## src/core/aspt_pkg.sv

```systemverilog
`default_nettype none
package aspt_pkg;
  // ********************
  // Register offsets
  // ********************
  localparam logic [7:0] OFF_PSC = 8'h09;
  localparam logic [7:0] OFF_ACTL = 8'h0a;
  localparam logic [7:0] OFF_ADAT = 8'h0b;
  localparam logic [7:0] OFF_C1 = 8'h13;
  localparam logic [7:0] OFF_C2 = 8'h14;
  localparam logic [7:0] OFF_C3 = 8'h15;
  localparam logic [7:0] OFF_S1 = 8'h16;
  localparam logic [7:0] OFF_S2 = 8'h17;
  localparam logic [7:0] OFF_DB = 8'h18;
  localparam logic [7:0] OFF_BR = 8'h19;
  localparam logic [7:0] OFF_IST = 8'h1a;
  localparam logic [7:0] OFF_IMSK = 8'h1b;
  localparam logic [7:0] OFF_CFG = 8'h1e;
  // ********************
  // Fields and reset values
  // ********************
  localparam int C1_ENABLE = 6;
  localparam int C1_TX_INVERT = 5;
  localparam int C1_NINE = 4;
  localparam int C2_TXIE = 7;
  localparam int C2_TXEN = 3;
  localparam int C2_RXEN = 2;
  localparam int CFG_SRC = 0;
  localparam logic [7:0] C3_WMASK = 8'h4f;
  localparam logic [7:0] BR_WMASK = 8'hf7;
  localparam logic [7:0] RST_REG = 8'h00;
  localparam logic [7:0] RST_CFG = 8'h01;
  localparam int IRQ_W = 6;
  // Event bits: tx empty, tx done, rx full, overrun, framing, break.
  localparam int EV_TXE = 0;
  localparam int EV_TXC = 1;
  localparam int EV_RXF = 2;
  localparam int EV_OVR = 3;
  localparam int EV_FRM = 4;
  localparam int EV_BRK = 5;
  localparam logic [3:0] RT_LAST = 4'hf;
  localparam logic [3:0] RT_MID = 4'h7;
  localparam logic [3:0] BITS_8 = 4'ha;
  localparam logic [3:0] BITS_9 = 4'hb;
  typedef struct packed {
    logic [7:0] addr;
    logic [7:0] wdata;
    logic wr;
    logic rd;
  } aspt_req_t;
  typedef enum logic [1:0] {TX_IDLE = 2'b00, TX_PRE = 2'b01, TX_SHIFT = 2'b10} aspt_tx_t;
  typedef enum logic [1:0] {RX_IDLE = 2'b00, RX_START = 2'b01, RX_DATA = 2'b10} aspt_rx_t;
endpackage : aspt_pkg
`default_nettype wire

```

## src/core/aspt_top.sv

```systemverilog
`timescale 1ns/100ps
`default_nettype none
module aspt_top (
  input wire logic clk,
  input wire logic rstn,
  input wire aspt_pkg::aspt_req_t bus_req,
  output logic [7:0] bus_rdata,
  output logic irq,
  input wire logic xtal_tick,
  input wire logic [1:0] gpio_out,
  input wire logic [1:0] gpio_oe,
  input wire logic [1:0] pin_i,
  output logic [1:0] pin_o,
  output logic [1:0] pin_oe
);
  // ********************
  // Register file
  // ********************
  logic [7:0] psc_q, psc_d, actl_q, actl_d, c1_q, c1_d, c2_q, c2_d, c3_q, c3_d;
  logic [7:0] br_q, br_d, cfg_q, cfg_d, rdata_q, rdata_d;
  logic [aspt_pkg::IRQ_W-1:0] ist_q, ist_d, imsk_q, imsk_d, ev;
  logic [1:0] ev_tx;
  logic [aspt_pkg::IRQ_W-1:2] ev_rx;
  logic wr_db, rd_db;
  logic tx_empty_flag_q, tx_empty_flag_d, tc_q, tc_d;
  logic rf_q, rf_d, ovr_q, ovr_d, fe_q, fe_d, bkf_q, bkf_d, rpf_q, rpf_d, r8_q, r8_d;
  logic [7:0] rxbuf_q, rxbuf_d;

  assign wr_db = bus_req.wr && bus_req.addr == aspt_pkg::OFF_DB;
  assign rd_db = bus_req.rd && bus_req.addr == aspt_pkg::OFF_DB;

  always_comb begin
    {psc_d, actl_d, c1_d, c2_d, c3_d, br_d, cfg_d, imsk_d} = {psc_q, actl_q, c1_q,
      c2_q, c3_q, br_q, cfg_q, imsk_q};
    rdata_d = 8'h00;
    // A fresh event beats a clear written in the same cycle.
    ist_d = ist_q;
    if (bus_req.wr) begin
      case (bus_req.addr)
        aspt_pkg::OFF_PSC: psc_d = bus_req.wdata;
        aspt_pkg::OFF_ACTL: actl_d = bus_req.wdata;
        aspt_pkg::OFF_C1: c1_d = bus_req.wdata;
        aspt_pkg::OFF_C2: c2_d = bus_req.wdata;
        aspt_pkg::OFF_C3: c3_d = bus_req.wdata & aspt_pkg::C3_WMASK;
        aspt_pkg::OFF_BR: br_d = bus_req.wdata & aspt_pkg::BR_WMASK;
        aspt_pkg::OFF_CFG: cfg_d = {7'h00, bus_req.wdata[aspt_pkg::CFG_SRC]};
        aspt_pkg::OFF_IMSK: imsk_d = bus_req.wdata[aspt_pkg::IRQ_W-1:0];
        aspt_pkg::OFF_IST: ist_d = ist_q & ~bus_req.wdata[aspt_pkg::IRQ_W-1:0];
        default: ;
      endcase
    end
    ist_d = ist_d | ev;
    if (bus_req.rd) begin
      case (bus_req.addr)
        aspt_pkg::OFF_PSC: rdata_d = psc_q;
        aspt_pkg::OFF_ACTL: rdata_d = actl_q;
        aspt_pkg::OFF_ADAT: rdata_d = 8'h00;
        aspt_pkg::OFF_C1: rdata_d = c1_q;
        aspt_pkg::OFF_C2: rdata_d = c2_q;
        aspt_pkg::OFF_C3: rdata_d = {r8_q, c3_q[6:0]};
        aspt_pkg::OFF_S1: rdata_d = {tx_empty_flag_q, tc_q, rf_q, 1'b0, ovr_q, 1'b0, fe_q, 1'b0};
        aspt_pkg::OFF_S2: rdata_d = {6'h00, bkf_q, rpf_q};
        aspt_pkg::OFF_DB: rdata_d = rxbuf_q;
        aspt_pkg::OFF_BR: rdata_d = br_q;
        aspt_pkg::OFF_IST: rdata_d = {2'b00, ist_q};
        aspt_pkg::OFF_IMSK: rdata_d = {2'b00, imsk_q};
        aspt_pkg::OFF_CFG: rdata_d = cfg_q;
        default: rdata_d = 8'h00;
      endcase
    end
  end

  always_ff @(posedge clk or negedge rstn) begin
    if (!rstn) begin
      {psc_q, actl_q, c1_q, c2_q, c3_q, br_q, rdata_q} <= {7{aspt_pkg::RST_REG}};
      cfg_q <= aspt_pkg::RST_CFG;
      {imsk_q, ist_q} <= '0;
    end else begin
      {psc_q, actl_q, c1_q, c2_q, c3_q, br_q, rdata_q} <= {psc_d, actl_d, c1_d, c2_d,
        c3_d, br_d, rdata_d};
      {cfg_q, imsk_q, ist_q} <= {cfg_d, imsk_d, ist_d};
    end
  end

  assign bus_rdata = rdata_q;
  assign ev = {ev_rx, ev_tx};
  assign irq = (|(ist_q & imsk_q)) || (tx_empty_flag_q && c2_q[aspt_pkg::C2_TXIE]);

  // ********************
  // Shared baud generator
  // ********************
  logic [7:0] div_q, div_d;
  logic rt_tick_q, rt_tick_d, src_tick, ena;
  assign ena = c1_q[aspt_pkg::C1_ENABLE];
  assign src_tick = cfg_q[aspt_pkg::CFG_SRC] ? 1'b1 : xtal_tick;

  always_comb begin
    div_d = div_q;
    rt_tick_d = 1'b0;
    if (!ena) begin
      div_d = 8'h00;
    end else if (src_tick) begin
      if (div_q >= psc_q) begin
        div_d = 8'h00;
        rt_tick_d = 1'b1;
      end else begin
        div_d = div_q + 8'h01;
      end
    end
  end

  always_ff @(posedge clk or negedge rstn) begin
    if (!rstn) begin
      {div_q, rt_tick_q} <= '0;
    end else begin
      {div_q, rt_tick_q} <= {div_d, rt_tick_d};
    end
  end

  // ********************
  // Transmitter
  // ********************
  aspt_pkg::aspt_tx_t tx_st_q, tx_st_d;
  logic [10:0] sh_q, sh_d;
  logic [3:0] nbits_q, nbits_d, trt_q, trt_d, flen;
  logic [7:0] tbuf_q, tbuf_d;
  logic te_q, te_d, txd_q, txd_d, tx_en, bit_end, load;
  assign tx_en = ena && c2_q[aspt_pkg::C2_TXEN];
  assign flen = c1_q[aspt_pkg::C1_NINE] ? aspt_pkg::BITS_9 : aspt_pkg::BITS_8;

  always_comb begin
    tx_st_d = tx_st_q;
    {sh_d, nbits_d, trt_d, tbuf_d, tx_empty_flag_d, tc_d} = {sh_q, nbits_q, trt_q, tbuf_q, tx_empty_flag_q, tc_q};
    te_d = tx_en;
    load = 1'b0;
    ev_tx = 2'b00;
    bit_end = 1'b0;
    if (tx_st_q != aspt_pkg::TX_IDLE && rt_tick_q) begin
      trt_d = trt_q + 4'h1;
      bit_end = trt_q == aspt_pkg::RT_LAST;
    end
    case (tx_st_q)
      aspt_pkg::TX_IDLE: begin
        trt_d = 4'h0;
        if (tx_en && !te_q) begin
          sh_d = '1;
          nbits_d = flen;
          tc_d = 1'b0;
          tx_st_d = aspt_pkg::TX_PRE;
        end else if (tx_en && !tx_empty_flag_q) begin
          load = 1'b1;
        end
      end
      aspt_pkg::TX_PRE, aspt_pkg::TX_SHIFT: begin
        if (bit_end) begin
          sh_d = {1'b1, sh_q[10:1]};
          nbits_d = nbits_q - 4'h1;
          if (nbits_q == 4'h1) begin
            if (tx_en && !tx_empty_flag_q) begin
              load = 1'b1;
            end else begin
              tx_st_d = aspt_pkg::TX_IDLE;
              tc_d = 1'b1;
              ev_tx[aspt_pkg::EV_TXC] = 1'b1;
            end
          end
        end
      end
      default: tx_st_d = aspt_pkg::TX_IDLE;
    endcase
    if (load) begin
      // Stop 1 at the top, start 0 at the bottom; the ninth bit rides below stop.
      sh_d = {2'b11, tbuf_q, 1'b0};
      if (c1_q[aspt_pkg::C1_NINE]) begin
        sh_d[9] = c3_q[6];
      end
      nbits_d = flen;
      tx_empty_flag_d = 1'b1;
      ev_tx[aspt_pkg::EV_TXE] = 1'b1;
      tx_st_d = aspt_pkg::TX_SHIFT;
    end
    if (wr_db) begin
      tbuf_d = bus_req.wdata;
      tx_empty_flag_d = 1'b0;
      tc_d = 1'b0;
    end
    if (!ena) begin
      tx_st_d = aspt_pkg::TX_IDLE;
    end
    // Idle is a mark; inversion applies to every level driven.
    txd_d = (tx_st_d == aspt_pkg::TX_IDLE ? 1'b1 : sh_d[0]) ^ c1_q[aspt_pkg::C1_TX_INVERT];
  end

  always_ff @(posedge clk or negedge rstn) begin
    if (!rstn) begin
      tx_st_q <= aspt_pkg::TX_IDLE;
      {sh_q, nbits_q, trt_q, tbuf_q, te_q} <= {11'h7ff, 4'h0, 4'h0, 8'h00, 1'b0};
      {tx_empty_flag_q, tc_q, txd_q} <= 3'b111;
    end else begin
      tx_st_q <= tx_st_d;
      {sh_q, nbits_q, trt_q, tbuf_q, te_q} <= {sh_d, nbits_d, trt_d, tbuf_d, te_d};
      {tx_empty_flag_q, tc_q, txd_q} <= {tx_empty_flag_d, tc_d, txd_d};
    end
  end

  // ********************
  // Receiver
  // ********************
  aspt_pkg::aspt_rx_t rx_st_q, rx_st_d;
  logic [3:0] rrt_q, rrt_d, rcnt_q, rcnt_d;
  logic [9:0] rsh_q, rsh_d;
  logic rxd, rx_en;
  assign rxd = pin_i[1];
  assign rx_en = ena && c2_q[aspt_pkg::C2_RXEN];

  always_comb begin
    rx_st_d = rx_st_q;
    {rrt_d, rcnt_d, rsh_d, rxbuf_d} = {rrt_q, rcnt_q, rsh_q, rxbuf_q};
    {rf_d, ovr_d, fe_d, bkf_d, rpf_d, r8_d} = {rf_q, ovr_q, fe_q, bkf_q, rpf_q, r8_q};
    ev_rx = '0;
    // Flags drop on a data read; a character ending in the same cycle sets them again.
    if (rd_db) begin
      rf_d = 1'b0;
      ovr_d = 1'b0;
      fe_d = 1'b0;
      bkf_d = 1'b0;
    end
    case (rx_st_q)
      aspt_pkg::RX_IDLE: begin
        if (rx_en && rt_tick_q && !rxd) begin
          rx_st_d = aspt_pkg::RX_START;
          rrt_d = 4'h0;
          rpf_d = 1'b1;
        end
      end
      aspt_pkg::RX_START: begin
        if (rt_tick_q) begin
          rrt_d = rrt_q + 4'h1;
          if (rrt_q == aspt_pkg::RT_MID) begin
            rrt_d = 4'h0;
            rcnt_d = 4'h0;
            rx_st_d = rxd ? aspt_pkg::RX_IDLE : aspt_pkg::RX_DATA;
            rpf_d = !rxd;
          end
        end
      end
      aspt_pkg::RX_DATA: begin
        if (rt_tick_q) begin
          rrt_d = rrt_q + 4'h1;
          if (rrt_q == aspt_pkg::RT_LAST) begin
            rsh_d = {rxd, rsh_q[9:1]};
            rcnt_d = rcnt_q + 4'h1;
            if (rcnt_q + 4'h2 == flen) begin
              rx_st_d = aspt_pkg::RX_IDLE;
              rpf_d = 1'b0;
              if (!rxd) begin
                fe_d = 1'b1;
                ev_rx[aspt_pkg::EV_FRM] = 1'b1;
              end
              // In 8-bit mode bit 0 still holds the last frame's stop, so it is left out.
              if ((c1_q[aspt_pkg::C1_NINE] ? rsh_d : {rsh_d[9:1], 1'b0}) == 10'h000) begin
                bkf_d = 1'b1;
                ev_rx[aspt_pkg::EV_BRK] = 1'b1;
              end
              if (rf_q && !rd_db) begin
                ovr_d = 1'b1;
                ev_rx[aspt_pkg::EV_OVR] = 1'b1;
              end else begin
                rxbuf_d = c1_q[aspt_pkg::C1_NINE] ? rsh_d[7:0] : rsh_d[8:1];
                r8_d = rsh_d[8];
                rf_d = 1'b1;
                ev_rx[aspt_pkg::EV_RXF] = 1'b1;
              end
            end
          end
        end
      end
      default: rx_st_d = aspt_pkg::RX_IDLE;
    endcase
    if (!rx_en) begin
      rx_st_d = aspt_pkg::RX_IDLE;
      rpf_d = 1'b0;
    end
  end

  always_ff @(posedge clk or negedge rstn) begin
    if (!rstn) begin
      rx_st_q <= aspt_pkg::RX_IDLE;
      {rrt_q, rcnt_q, rsh_q, rxbuf_q} <= '0;
      {rf_q, ovr_q, fe_q, bkf_q, rpf_q, r8_q} <= '0;
    end else begin
      rx_st_q <= rx_st_d;
      {rrt_q, rcnt_q, rsh_q, rxbuf_q} <= {rrt_d, rcnt_d, rsh_d, rxbuf_d};
      {rf_q, ovr_q, fe_q, bkf_q, rpf_q, r8_q} <= {rf_d, ovr_d, fe_d, bkf_d, rpf_d, r8_d};
    end
  end

  // ********************
  // Port E pin sharing
  // ********************
  // While the port is enabled it owns both pins; bit 1 becomes a pure input.
  assign pin_o = ena ? {gpio_out[1], txd_q} : gpio_out;
  assign pin_oe = ena ? 2'b01 : gpio_oe;
endmodule : aspt_top
`default_nettype wire

```

## config.mk

```make
export PLATFORM = sky130hd
export DESIGN_NAME = aspt_top
export DESIGN_NICKNAME = d
export VERILOG_FILES = /design/src/core/aspt_pkg.sv /design/src/core/aspt_top.sv
export SDC_FILE = /design/constraint.sdc
export NUM_CORES = 1
export LEC_CHECK = 0
export BUFFER_PORTS_ARGS = -buffer_cell sky130_fd_sc_hd__buf_2
export CORE_MARGIN = 8
export CORE_UTILIZATION = 40
export CTS_BUF_LIST = sky130_fd_sc_hd__clkbuf_8
export DETAILED_ROUTE_END_ITERATION = 10
export HOLD_SLACK_MARGIN = 0.1
export MAX_ROUTING_LAYER = met4
export PLACE_DENSITY_LB_ADDON = 0.3
export SYNTH_ARGS = -nofsm -noshare
export SYNTH_HDL_FRONTEND = slang
export SYNTH_SLANG_ARGS = --single-unit
export TNS_END_PERCENT = 20
```

## constraint.sdc

```tcl
create_clock -name clk -period 3.7 [get_ports clk]
set_input_delay 0.37 -clock clk [delete_from_list [all_inputs] [get_ports clk]]
set_output_delay 0.37 -clock clk [all_outputs]
set_load 0.1 [all_outputs]
```

# Word-level counts from Yosys, hierarchy flattened
# Index checks and enable logic that the tools add are counted.
[op_classes]
addsub = 6
magnitude_cmp = 1
n_eq_ne = 40
mux = 113
bitwise_logic = 6
reduce_logical = 45
[op_table]
columns = ["cell", "n"]
rows = [
  ["$pmux W8 S12", 1],
  ["$eq A8 B5 Y1 const B", 10],
  ["$mux W4", 17],
  ["$mux W1", 61],
  ["$mux W8", 5],
  ["$ne A3 B3 Y1 const B", 12],
  ["$mux W11", 3],
  ["$mux W2", 15],
  ["$pmux W11 S2", 1],
  ["$eq A8 B4 Y1 const B", 2],
  ["$pmux W4 S2", 2],
  ["$reduce_and A2 Y1", 8],
  ["$reduce_and A5 Y1", 3],
  ["$add A4 B1 Y4 const B", 3],
  ["$and A6 B6 Y6", 2],
  ["$mux W6", 2],
  ["$pmux W4 S3", 1],
  ["$logic_and A1 B1 Y1", 11],
  ["$logic_not A10 Y1", 1],
  ["$ne A2 B2 Y1 const B", 5],
  ["$reduce_bool A3 Y1", 3],
  ["$add A8 B1 Y8 const B", 1],
  ["$eq A4 B4 Y1 const B", 2],
  ["$ge A8 B8 Y1", 1],
  ["other kinds (27)", 39],
]
[totals]
reg_bits = 141
out_inout_bits = 13

# Logic depth before layout (Yosys ltp)
# Gate-level depths: netlist of the first run.
[logic_depth]
word_depth = 11
mapped_depth = 11
mapped_depth_nobuf = 9

# Worst setup path after synthesis of the first run
# OpenSTA, ideal clock, no wires.
[synth_timing]
path_kind = "register to output"
startpoint = "register c1_q[6]"
endpoint = "output pin_oe[1]"
arrival_time_ns = 1.909
setup_slack_ns = 1.421
stages_incl_launch_ff = 3
path_buffers = 1
path_cell_list = "dfrtp_1 -> clkbuf_1 -> nor2b_1"
[synth_via]
elab_chain_len = 1
[synth_rtl]
columns = ["item", "line_no", "rtl"]
rows = [
  ["from (decl)", "aspt_top.sv:19", "logic [7:0] psc_q, psc_d, actl_q, actl_d, c1_q, c1_d, c2_q, c2_d, c3_q, c3_d;"],
  ["from (signal assigned)", "aspt_top.sv:75", "{psc_q, actl_q, c1_q, c2_q, c3_q, br_q, rdata_q} <= {7{aspt_pkg::RST_REG}};"],
  ["from (signal assigned)", "aspt_top.sv:79", "{psc_q, actl_q, c1_q, c2_q, c3_q, br_q, rdata_q} <= {psc_d, actl_d, c1_d, c2_d,"],
  ["$mux W2", "aspt_top.sv:303", "assign pin_oe = ena ? 2'b01 : gpio_oe;"],
  ["to (decl)", "aspt_top.sv:14", "output logic [1:0] pin_oe"],
]
# No other way between the ends.

# Worst setup path after layout of the first run
[layout_timing]
startpoint = "register tx_st_q[0]"
endpoint = "register txd_q"
[layout_via]
word_cells_on_any_way = 22
[layout_lines]
columns = ["item", "line_no", "rtl"]
rows = [
  ["from (decl)", "aspt_top.sv:123", "aspt_pkg::aspt_tx_t tx_st_q, tx_st_d;"],
  ["from (signal assigned)", "aspt_top.sv:196", "tx_st_q <= aspt_pkg::TX_IDLE;"],
  ["from (signal assigned)", "aspt_top.sv:200", "tx_st_q <= tx_st_d;"],
  ["$reduce_bool A2 Y1", "aspt_top.sv:138", "if (tx_st_q != aspt_pkg::TX_IDLE && rt_tick_q) begin"],
  ["$logic_and A1 B1 Y1", "aspt_top.sv:138", ""],
  ["$mux W1", "aspt_top.sv:138", ""],
  ["$mux W11 / $mux W1 (equally long branches)", "aspt_top.sv:155", "if (bit_end) begin"],
  ["$pmux W11 S2 / $pmux W1 S2 (equally long branches)", "aspt_top.sv:142", "case (tx_st_q)"],
  ["$mux W11 *", "aspt_top.sv:171", "if (load) begin"],
  ["via sh_d[0]", "aspt_top.sv:124", "logic [10:0] sh_q, sh_d;"],
  ["$mux W1 *", "aspt_top.sv:191", "txd_d = (tx_st_d == aspt_pkg::TX_IDLE ? 1'b1 : sh_d[0]) ^ c1_q[aspt_pkg::C1_TX_INVERT];"],
  ["$xor A1 B1 Y1 *", "aspt_top.sv:191", ""],
  ["via txd_d", "aspt_top.sv:127", "logic te_q, te_d, txd_q, txd_d, tx_en, bit_end, load;"],
  ["to (signal assigned)", "aspt_top.sv:202", "{tx_empty_flag_q, tc_q, txd_q} <= {tx_empty_flag_d, tc_d, txd_d};"],
  ["to (decl)", "aspt_top.sv:127", ""],
]
# The timed path passes the listed nets; every way through them passes the cells marked *. The select of a mux whose other input is x is not followed.
# A chain may end at the register's enable or synchronous reset.

==> summary.txt, run 1 <==
STA
  – Max-slew violations: 0
  – RSZ-0062 raised after global routing: no
  – Worst-Margin Slew: 1010 ps
  – WHS: 225 ps
  – Final hold violation count: 0
  – FMAX: 0.377 GHz
  – Clock Skew: 12.9 ps
  – Total negative slack: 0 ps
  – Minimum clock period: 2650 ps
  – Final period util: 71.6%
  – Setup-failing EPs final: 0
  – Slew Limit Headroom: 32.9%

Setup path
  – R2R depth: 9
  – Data arrival, critical path: 3010 ps
  – Setup CP Type: reg -> reg
  – Crit path from: tx_st_q[0]
  – Critical path required time: 4060 ps
  – Worst Setup End Kind: register
  – Worst setup SP type: register
  – Worst-path fanout max: 11
  – R2R Path Start: tx_st_q[0]

Yosys
  – Ys Warns: 0
  – Synthesized area: 7160 sq um
  – Synthesized net count: 724
  – Post-synth cell types: 69
  – FFs w/ async S/R, synth: 100%
  – Synth area leader: dfrtp_1
  – Post-Syn Instances: 675
  – Number of synthesized flops with an enable pin: 0
  – Synth area leaders: dfrtp_1, mux2_2, dfstp_2
  – Sequential area share after synthesis: 49.2%
  – Seq cells post-synth: 140
  – Main flop type after synthesis: dfrtp_1
  – Top cell type's share of synthesized area: 43.7%
  – Synthesized area per cell: 10.6 sq um

Clocking
  – CTS clock-pin slew for the worst setup and hold paths: 80 ps
  – TritonCTS clock tree: built
  – Skew-Pair Late Insertion Delay: 440 ps
  – Num Clock Sinks: 140
  – Num CTS Buffers: 17
  – CTS Buffer Depth: 2
  – H-tree levels: 4
  – Root Driver: clkbuf_8

Finish
  – Final Non-Filler Cells: 950
  – Syn-to-layout area delta: 12.1%
  – Share of post-route cells with drive strength above 1: 25.4%
  – Fill cells: 1681
  – Most frequent cells in the layout: dfrtp_1, mux2_2, nand2_1
  – # diodes: 0
  – Final Cell Area: 8030 sq um
  – Final #Nets: 757
  – Commonest non-fill, non-tap cell in the layout: dfrtp_1

Detailed routing
  – Detail-routed via count per cell: 5.54
  – Drt initial violations: 372
  – Routed WL: 17.4 mm
  – DRT Pass-1 Iters: 5
  – DR WL/cell: 18.3 um
  – Remaining antenna violation count: 0
  – Vias: 5267
  – DRC Markers: 0

Die
  – Die ar.: 22400 sq um
  – I/O pins: 40
  – Die height: 150 um
  – Starting density of the core: 40.3%
  – Core Footprint: 17800 sq um
  – Cell Rows: 49
  – Die W: 150 um

GRT
  – Tot GR Track Use: 16.7%
  – Final global-route overflow total: 0
  – Largest net degree at the start of global routing: 110
  – Vias in the first global route: 5433
  – First-pass GRT wire length: 28.6 mm
  – Initial antenna violation count: 0

Placement
  – Area of placed instances: 7540 sq um
  – Final Wtd Congestion: 0.923
  – HPWL after DPL: 12.4 mm
  – Post-placement cell count: 917
  – Port bufs: 36

Status
  – Outcome: finished clean

Power and ir drop
  – PwrDens: 409 nW/um^2
  – Worst VDD drop: 0.208 mV
  – Leak: 3.53 nW

Flow run
  – Max_cap viols: 0

Hold path
  – Worst hold path class: in -> reg
  – Hold path startpoint: bus_req[0]
  – Worst Hold Depth: 2
==> per-layer routing <==
layer	vias to the layer above	track usage, %	wire length, um
met2	107	26.6	8570
met5	-	-	0
li1	2491	-	-
met3	19	3.21	679
met1	2650	21.2	7940
met4	0	5.05	221
==> path summary, 6_finish.rpt <==
check                           endpoint  slack (ps)
max in group asynchronous       div_q[5]        2340
worst max register to register     txd_q        1050
worst min-delay path               ovr_q         230
worst max-delay path               txd_q        1050
min in group asynchronous       rsh_q[2]         620
worst min register to register   sh_q[7]         480
==> through the flow <==
stage	setup WS (ps)	power (mW)	util [%]
after floorplan	1420	1.77	-
after global placement	1120	1.85	42.4
after detailed placement	1070	1.86	42.4
after CTS	1030	3.32	45.1
after global routing	748	3.41	45.2
final	1050	3.28	45.2
==> worst max-delay path, cell delays in order, from the launching register on <==
cell and delay, ps:
dfrtp_1 390, inv_1 60, ha_1 330, nand4b_1 250, or2_1 280, a21oi_1 530, o21ai_0 190, a21oi_1 240
o21bai_1 160, xor2_1 160
==> logic make-up (layout without fill, tap and decap cells) <==
family,count (synthesis),count (layout),synth area share (%)
flip-flops,140,140,49.2
buffers and inverters,52,98,3.30
AND/OR/NAND/NOR,200,200,14.2
AO/OA/AOI/OAI,157,157,13.8
adder cells (fa/ha/maj),23,23,3.98
XOR/XNOR,8,8,0.978
multiplexers,95,95,14.6
==> repair_timing <==
action	CTS	global route
setup buffers	0	0
resized for setup	0	0
endpoints found under the hold margin	0	4
hold buffers	0	1
==> state kept, by name (all words and copies together) (netlist names), 6 cells and up <==
| register | cells |
|---|---|
| sh_q | 11 |
| rsh_q | 9 |
| actl_q | 8 |
| bus_rdata | 8 |
| c1_q | 8 |
| c2_q | 8 |
| div_q | 8 |
| psc_q | 8 |
| rxbuf_q | 8 |
| tbuf_q | 8 |
| br_q | 7 |
| imsk_q | 6 |
| ist_q | 6 |
==> cell usage after synthesis (4+ instances only) <==
master and count:
inv_1 23, clkbuf_1 9, mux2_2 75, a221oi_1 4, nor3b_1 5, ha_1 22
o21a_1 4, nand3_1 15, nor4_1 4, nor2_1 55, xnor2_1 4, a21o_1 10
xor2_1 4, nor2b_1 12, dfstp_2 15, a22oi_1 13, mux2i_1 20, a31oi_1 10
and3_1 4, dfrtp_1 125, nand4b_1 4, buf_4 5, nand2_1 61, buf_2 12
nor3_1 8, o21ai_0 52, a21oi_1 35
==> layout make-up <==
class,count,area (sq um),area share (%)
Inverter,23,86.3,1.08
Clock buffer,21,289,3.60
Sequential cell,140,3520,43.9
Tap cell,229,287,3.57
Timing Repair Buffer,43,254,3.16
Multi-Input combinational cell,483,3400,42.4
Clock inverter,11,186,2.32
==> report_power, final <==
group	leakage (nW)	internal (mW)	switching, mW
logic	1.46	0.0774	0.147
clock network	0.242	0.873	0.577
registers	1.82	1.57	0.0342
total	3.53	2.52	0.759
No activity file was read; power rests on OpenSTA's default activity.
==> inputs of run 2 (changes only) <==
Settings changed: ABC_AREA from default to 1.
Clock period 3.7 ns to 2.3 ns, I/O delays scaled along.
==> summary.txt, run 2 <==
Clocking
  – Num CTS Buffers: 17 (unchanged)
  – CTS Buffer Depth: 2 (unchanged)
  – Skew-Pair Late Insertion Delay: 460 ps (+20 ps)
  – TritonCTS clock tree: built
  – Root Driver: clkbuf_8
  – Num Clock Sinks: 140 (unchanged)
  – H-tree levels: 4 (unchanged)
  – CTS clock-pin slew for the worst setup and hold paths: 80 ps (about the same)

Detailed routing
  – Routed WL: 17.5 mm (+0.42%)
  – DRT Pass-1 Iters: 5 (unchanged)
  – DR WL/cell: 15.2 um (-17%)
  – Drt initial violations: 397 (+6.7%)
  – Vias: 5858 (+11%)
  – Remaining antenna violation count: 0 (unchanged)
  – Detail-routed via count per cell: 5.08 (-8.4%)
  – DRC Markers: 0 (unchanged)

Yosys
  – Synth area leaders: dfrtp_1, nand2_1, o21ai_0
  – Ys Warns: 0 (unchanged)
  – Synthesized area per cell: 8.24 sq um (-22%)
  – Seq cells post-synth: 140 (unchanged)
  – FFs w/ async S/R, synth: 100% (unchanged)
  – Post-synth cell types: 50 (-28%)
  – Synthesized net count: 916 (+27%)
  – Top cell type's share of synthesized area: 43.8% (+0.099 points)
  – Top post-synthesis cells by count: nand2_1, dfrtp_1, inv_1
  – Top-count cell post-synth: nand2_1
  – Synth area leader: dfrtp_1
  – Sequential area share after synthesis: 49.3% (+0.11 points)
  – Number of synthesized flops with an enable pin: 0 (unchanged)
  – Post-Syn Instances: 867 (+28%)
  – Synthesized area: 7150 sq um (-0.23%)
  – Main flop type after synthesis: dfrtp_1

Setup path
  – Crit path from: tx_st_q[0]
  – Reg-to-Reg End: nbits_q[3]
  – Setup CP Type: reg -> reg
  – CP most frequent cell: nand2_2
  – Worst Setup End Kind: register
  – Register-to-register path setup slack: 250 ps (-800 ps)
  – R2R depth: 12 (+3)
  – Largest stage delay on the critical path: 380 ps (-150 ps)
  – Worst setup SP type: register
  – R2R Path Start: tx_st_q[0]
  – Worst setup path endpoint: nbits_q[3]
  – Data arrival, critical path: 2400 ps (-610 ps)
  – Cell Chain, Critical Path: inv_1 -> ha_1 -> inv_2 -> nand2_2 -> nor2_4 -> nand3b_1 -> nand2_2 -> nand2_4 -> nand2_2 -> nand2_4 -> o21ai_1 -> nand3_1
  – Critical path required time: 2640 ps (-1420 ps)
  – Worst-path fanout max: 27 (+16)
  – CP max stage cell: dfrtp_1

Finish
  – Most frequent cells in the layout: nand2_1, dfrtp_1, inv_1
  – Syn-to-layout area delta: 12.8%
  – Number of flip-flops under the largest register name: 11 (unchanged)
  – Final #Nets: 960 (+27%)
  – # diodes: 0 (unchanged)
  – Final Cell Area: 8060 sq um (+0.44%)
  – Share of post-route cells with drive strength above 1: 15.7% (-9.7 points)
  – Commonest non-fill, non-tap cell in the layout: nand2_1

Placement
  – Port bufs: 36 (unchanged)
  – Area of placed instances: 7540 sq um (about the same)
  – Final Wtd Congestion: 0.865 (-6.2%)
  – HPWL after DPL: 12.7 mm (+2.2%)

STA
  – Worst-Margin Slew: 757 ps (-250 ps)
  – Slew Limit Headroom: 49.5% (+17 points)
  – Max-slew violations: 0 (unchanged)
  – FMAX: 0.487 GHz (+29%)
  – Final period util: 89.3% (+18 points)
  – Clock Skew: 9.56 ps (-3.29 ps)
  – Minimum clock period: 2050 ps (-595 ps)
  – Final hold violation count: 0 (unchanged)
  – RSZ-0062 raised after global routing: no
  – Total negative slack: 0 ps (unchanged)
  – Setup-failing EPs final: 0 (unchanged)

Die
  – Die W: 150 um (-0.10%)
  – Die height: 150 um (-0.10%)
  – Die ar.: 22400 sq um (-0.20%)
  – Core Footprint: 17700 sq um (-0.35%)
  – Starting density of the core: 40.3% (+0.048 points)
  – I/O pins: 40 (unchanged)
  – Cell Rows: 49 (unchanged)

Power and ir drop
  – Worst VDD drop: 0.396 mV (+90%)
  – Leak: 3.84 nW (+9.1%)
  – Sw Pwr: 1.27 mW (+67%)
  – Int Pwr: 4.11 mW (+63%)
  – Switch share: 23.6% (+0.50 points)
  – Power share of the combinational group: 6.3% (-0.5 points)
  – PwrDens: 667 nW/um^2 (+63%)
  – Clk network pwr share: 45.7% (+1.5 points)
  – Reg power frac: 48.0% (-1.0 points)

GRT
  – Vias in the first global route: 5540 (+2.0%)
  – First-pass GRT wire length: 28.7 mm (+0.24%)
  – Tot GR Track Use: 16.9% (+0.17 points)
  – Final global-route overflow total: 0 (unchanged)
  – Initial antenna violation count: 0 (unchanged)
  – Largest net degree at the start of global routing: 43 (-61%)

Hold path
  – Worst hold path class: in -> reg
  – Worst Hold Depth: 3 (+1)

Status
  – Outcome: finished clean

Flow run
  – Max_cap viols: 0 (unchanged)
run 2: changes by cell type after synthesis, moves of 20 or more:
cell     previous run  this run
mux2i_1            20         0
inv_1              23        88
mux2_2             75         1
o21ai_1             1        53
nand2_1            61       243
o21ai_0            52        87
nand3_1            15        35
run 2: repair_timing:
item	4_1_cts	5_1_grt
endpoints found under the hold margin	80	0
buffers inserted	0	0
hold buffers	3	0
resized for setup	0	0
run 2: worst max-delay path, delay by kind of cell, from the launching register on:
kind                     cells  cell delay (ps)
adder cells (fa/ha/maj)      1              240
AND/OR/NAND/NOR              8              980
buffers and inverters        2              190
flip-flops                   1              380
AO/OA/AOI/OAI                1              150
run 2: logic make-up (layout without fill, tap and decap cells):
kind of cell,after synthesis,count (layout),synth area share [%]
buffers and inverters,122,179,7.46
DFF,140,140,49.3
xor gates and xnor gates,4,4,0.490
and+or+nand+nor,382,382,23.4
muxes,1,1,0.158
AOI/OAI and AO/OA,196,196,15.3
adders and majority gates,22,22,3.85
run 2: cell type report:
class | instances | area (sq um)
clock buffer | 20 | 275
clock inverter | 12 | 218
fill | 1794 | 9650
inverter | 100 | 382
multi-input combinational | 605 | 3090
sequential | 140 | 3520
tap | 229 | 287
timing repair buffer | 47 | 289
run 2: worst min path at each step:
stage	endpoint	from	slack [ps]
after detailed placement	tx_st_q[0]	rstn	190
final	c1_q[7]	bus_req[9]	160
after floorplan	actl_q[0]	rstn	-70
after global placement	tx_st_q[1]	rstn	190
after global routing	c1_q[7]	bus_req[9]	180
after CTS	cfg_q[0]	bus_req[1]	150
run 2: per-layer routing:
layer	share of wire (%)	global-route usage (%)	vias to the layer above
met5	0	-	-
met2	45	24.5	105
met4	1.3	4.70	0
met3	4.4	4.20	19
met1	49	23.0	2800
li1	-	-	2934
run 2: power groups by stage:
stage	clock, mW	sequential, mW	combinational (mW)
4_1_cts	2.50	2.58	0.347
6_report	2.46	2.58	0.340
3_5_place_dp	0	2.63	0.342
3_3_place_gp	0	2.63	0.338
2_1_floorplan	0	2.61	0.215
5_1_grt	2.61	2.59	0.385
run 2: metrics by stage:
| stage | utilization (%) | cells | power (mW) | setup slack, ps | hold WS (ps) |
|---|---|---|---|---|---|
| finish | 45.5 | 1153 | 5.38 | 246 | 163 |
| floorplan | - | 867 | 2.83 | 306 | -65.6 |
| detailed placement | 42.6 | 1118 | 2.97 | 245 | 190 |
| global route | 45.5 | 1153 | 5.59 | 54.3 | 184 |
| global placement | 42.6 | 1118 | 2.96 | 286 | 191 |
| CTS | 45.5 | 1153 | 5.43 | 244 | 152 |
==> inputs of run 3 (changes only) <==
Settings changed: REMOVE_ABC_BUFFERS from default to 1.
==> summary.txt, run 3 (synthesized netlist as in run 2, its figures left out) <==
Status
  – Outcome: finished clean

Hold path
  – Worst hold path class: in -> reg

Clocking
  – CTS clock-pin slew for the worst setup and hold paths: 80 ps (about the same)
  – Post-CTS setup buffer count: 0 (unchanged)
  – TritonCTS clock tree: built
  – Num Clock Sinks: 140 (unchanged)
  – H-tree levels: 4 (unchanged)
  – Num CTS Buffers: 17 (unchanged)
  – CTS Buffer Depth: 2 (unchanged)
  – Skew-Pair Late Insertion Delay: 460 ps (about the same)
  – Root Driver: clkbuf_8

Die
  – Cell Rows: 49 (unchanged)
  – Core Footprint: 17700 sq um (unchanged)
  – Starting density of the core: 40.3% (unchanged)
  – Die height: 150 um (unchanged)
  – I/O pins: 40 (unchanged)
  – Die ar.: 22400 sq um (unchanged)
  – Die W: 150 um (unchanged)

Flow run
  – Max_cap viols: 0 (unchanged)

Setup path
  – Critical path required time: 2070 ps (-570 ps)
  – Largest stage delay on the critical path: 430 ps (+50 ps)
  – Buf+Inv Stages, Crit Path: 1 (-1)
  – Setup CP Type: reg -> out
  – Data arrival, critical path: 1910 ps (-490 ps)
  – Cell Chain, Critical Path: a22o_1 -> a221oi_1 -> nand4_1 -> buf_2
  – Cell family with most CP delay: compound AO/OA/AOI/OAI gates
  – CP max stage cell: dfrtp_1
  – Worst setup SP type: register
  – Worst Setup End Kind: output pin
  – Worst-path fanout max: 3 (-89%)

Detailed routing
  – Remaining antenna violation count: 0 (unchanged)
  – DRT Pass-1 Iters: 5 (unchanged)
  – Routed WL: 17.1 mm (-2.3%)
  – DR WL/cell: 14.8 um (-2.1%)
  – Detail-routed via count per cell: 5.05 (-0.68%)
  – Vias: 5808 (-0.85%)
  – DRC Markers: 0 (unchanged)
  – Drt initial violations: 481 (+21%)

Finish
  – Syn-to-layout area delta: 11.8%
  – Footprint of the multi-input gates: 3090 sq um (unchanged)
  – Register area: 3520 sq um (unchanged)
  – Final #Nets: 958 (-0.21%)
  – Final core utilization: 45.1% (-0.41 points)
  – Share of post-route cells with drive strength above 1: 15.5% (-0.18 points)
  – # diodes: 0 (unchanged)
  – Final Non-Filler Cells: 1151 (-0.17%)
  – Commonest non-fill, non-tap cell in the layout: nand2_1
  – Number of flip-flops under the largest register name: 11 (unchanged)
  – Most frequent cells in the layout: nand2_1, dfrtp_1, inv_1
  – Fill cells: 1740 (-3.0%)

STA
  – Total negative slack: 0 ps (unchanged)
  – Clock Skew: 13.4 ps (+3.81 ps)
  – Worst-Margin Slew: 830 ps (+73.8 ps)
  – RSZ-0062 raised after global routing: no
  – Setup-failing EPs final: 0 (unchanged)
  – Final period util: 93.1% (+3.8 points)
  – Final worst slack: 159 ps (-86.6 ps)
  – Slew Limit Headroom: 44.6% (-4.9 points)
  – Max-slew violations: 0 (unchanged)
  – Final hold violation count: 0 (unchanged)
  – FMAX: 0.467 GHz (-4.0%)
  – Minimum clock period: 2140 ps (+86.6 ps)

Placement
  – Port bufs: 36 (unchanged)
  – Post-placement cell count: 1116 (-0.18%)
  – Setup WS pre-CTS: 233 ps (-11.4 ps)
  – HPWL after DPL: 12.4 mm (-2.3%)
  – Final Wtd Congestion: 0.882 (+1.9%)

GRT
  – Vias in the first global route: 5426 (-2.1%)
  – Initial antenna violation count: 0 (unchanged)
  – Final global-route overflow total: 0 (unchanged)
  – First-pass GRT wire length: 28.1 mm (-1.9%)
  – Tot GR Track Use: 16.5% (-0.37 points)
  – Largest net degree at the start of global routing: 67 (+56%)

Power and ir drop
  – Worst VDD drop: 0.404 mV (+2.2%)
  – PwrDens: 640 nW/um^2 (-4.0%)
  – Leak: 3.80 nW (-1.1%)
run 3: changes by cell type in the layout (fill, tap and decap cells not counted):
cell | before | now
clkbuf_8 | 20 | 19
clkinvlp_4 | 1 | 3
buf_4 | 7 | 5
bufinv_16 | 6 | 4
clkinv_2 | 2 | 4
clkinv_4 | 2 | 1
run 3: worst reg2reg max path, delay by kind of cell, from the launching register on:
family / cells / cell delay, ps
adder cells (fa/ha/maj): 1 / 240
AND/OR/NAND/NOR: 8 / 1000
buffers and inverters: 2 / 180
AO/OA/AOI/OAI: 1 / 150
flip-flops: 1 / 380
run 3: repair_timing:
action | CTS | global route
hold buffers | 3 | 0
gates resized for setup | 0 | 0
endpoints found under the hold margin | 60 | 0
run 3: where the power goes:
group / internal [mW] / switching (mW) / total [mW]
registers: 2.53 / 0.0505 / 2.58
logic: 0.0935 / 0.243 / 0.337
clock network: 1.23 / 0.971 / 2.20
total: 3.85 / 1.26 / 5.12
run 3: cell type report:
type / count / area share, %
Clock buffer: 19 / 3.27
Clock inverter: 13 / 2.18
Inverter: 100 / 4.78
Multi-Input combinational cell: 605 / 38.7
Sequential cell: 140 / 44.1
Tap cell: 229 / 3.59
Timing Repair Buffer: 45 / 3.43
run 3: stage by stage:
step / hold slack [ps] / cell area (sq um) / power (mW)
after detailed placement: 273 / 7530 / 2.97
after CTS: 131 / 7990 / 5.18
after floorplan: -65.6 / 7000 / 2.81
after global placement: 268 / 7530 / 2.96
final: 151 / 7990 / 5.12
after global routing: 184 / 7990 / 5.31
run 3: layer usage:
metal	share of wire, %	track usage (%)	up-vias
met4	1.5	5.15	0
met2	45	24.2	124
li1	-	-	2927
met5	0	-	-
met1	48	22.3	2739
met3	5.1	3.63	18
run 3: worst paths after layout:
path | startpoint | to | slack, ps | cells after the start
setup / recovery | ist_q[1] | irq | 160 | 4
hold / removal | bus_req[9] | c1_q[7] | 150 | 3
setup reg to reg | tx_st_q[0] | nbits_q[3] | 230 | 12
hold reg to reg | sh_q[3] | sh_q[3] | 470 | 2
max in group asynchronous | rstn | sh_q[6] | 1240 | 3
min in group asynchronous | rstn | imsk_q[3] | 320 | 2
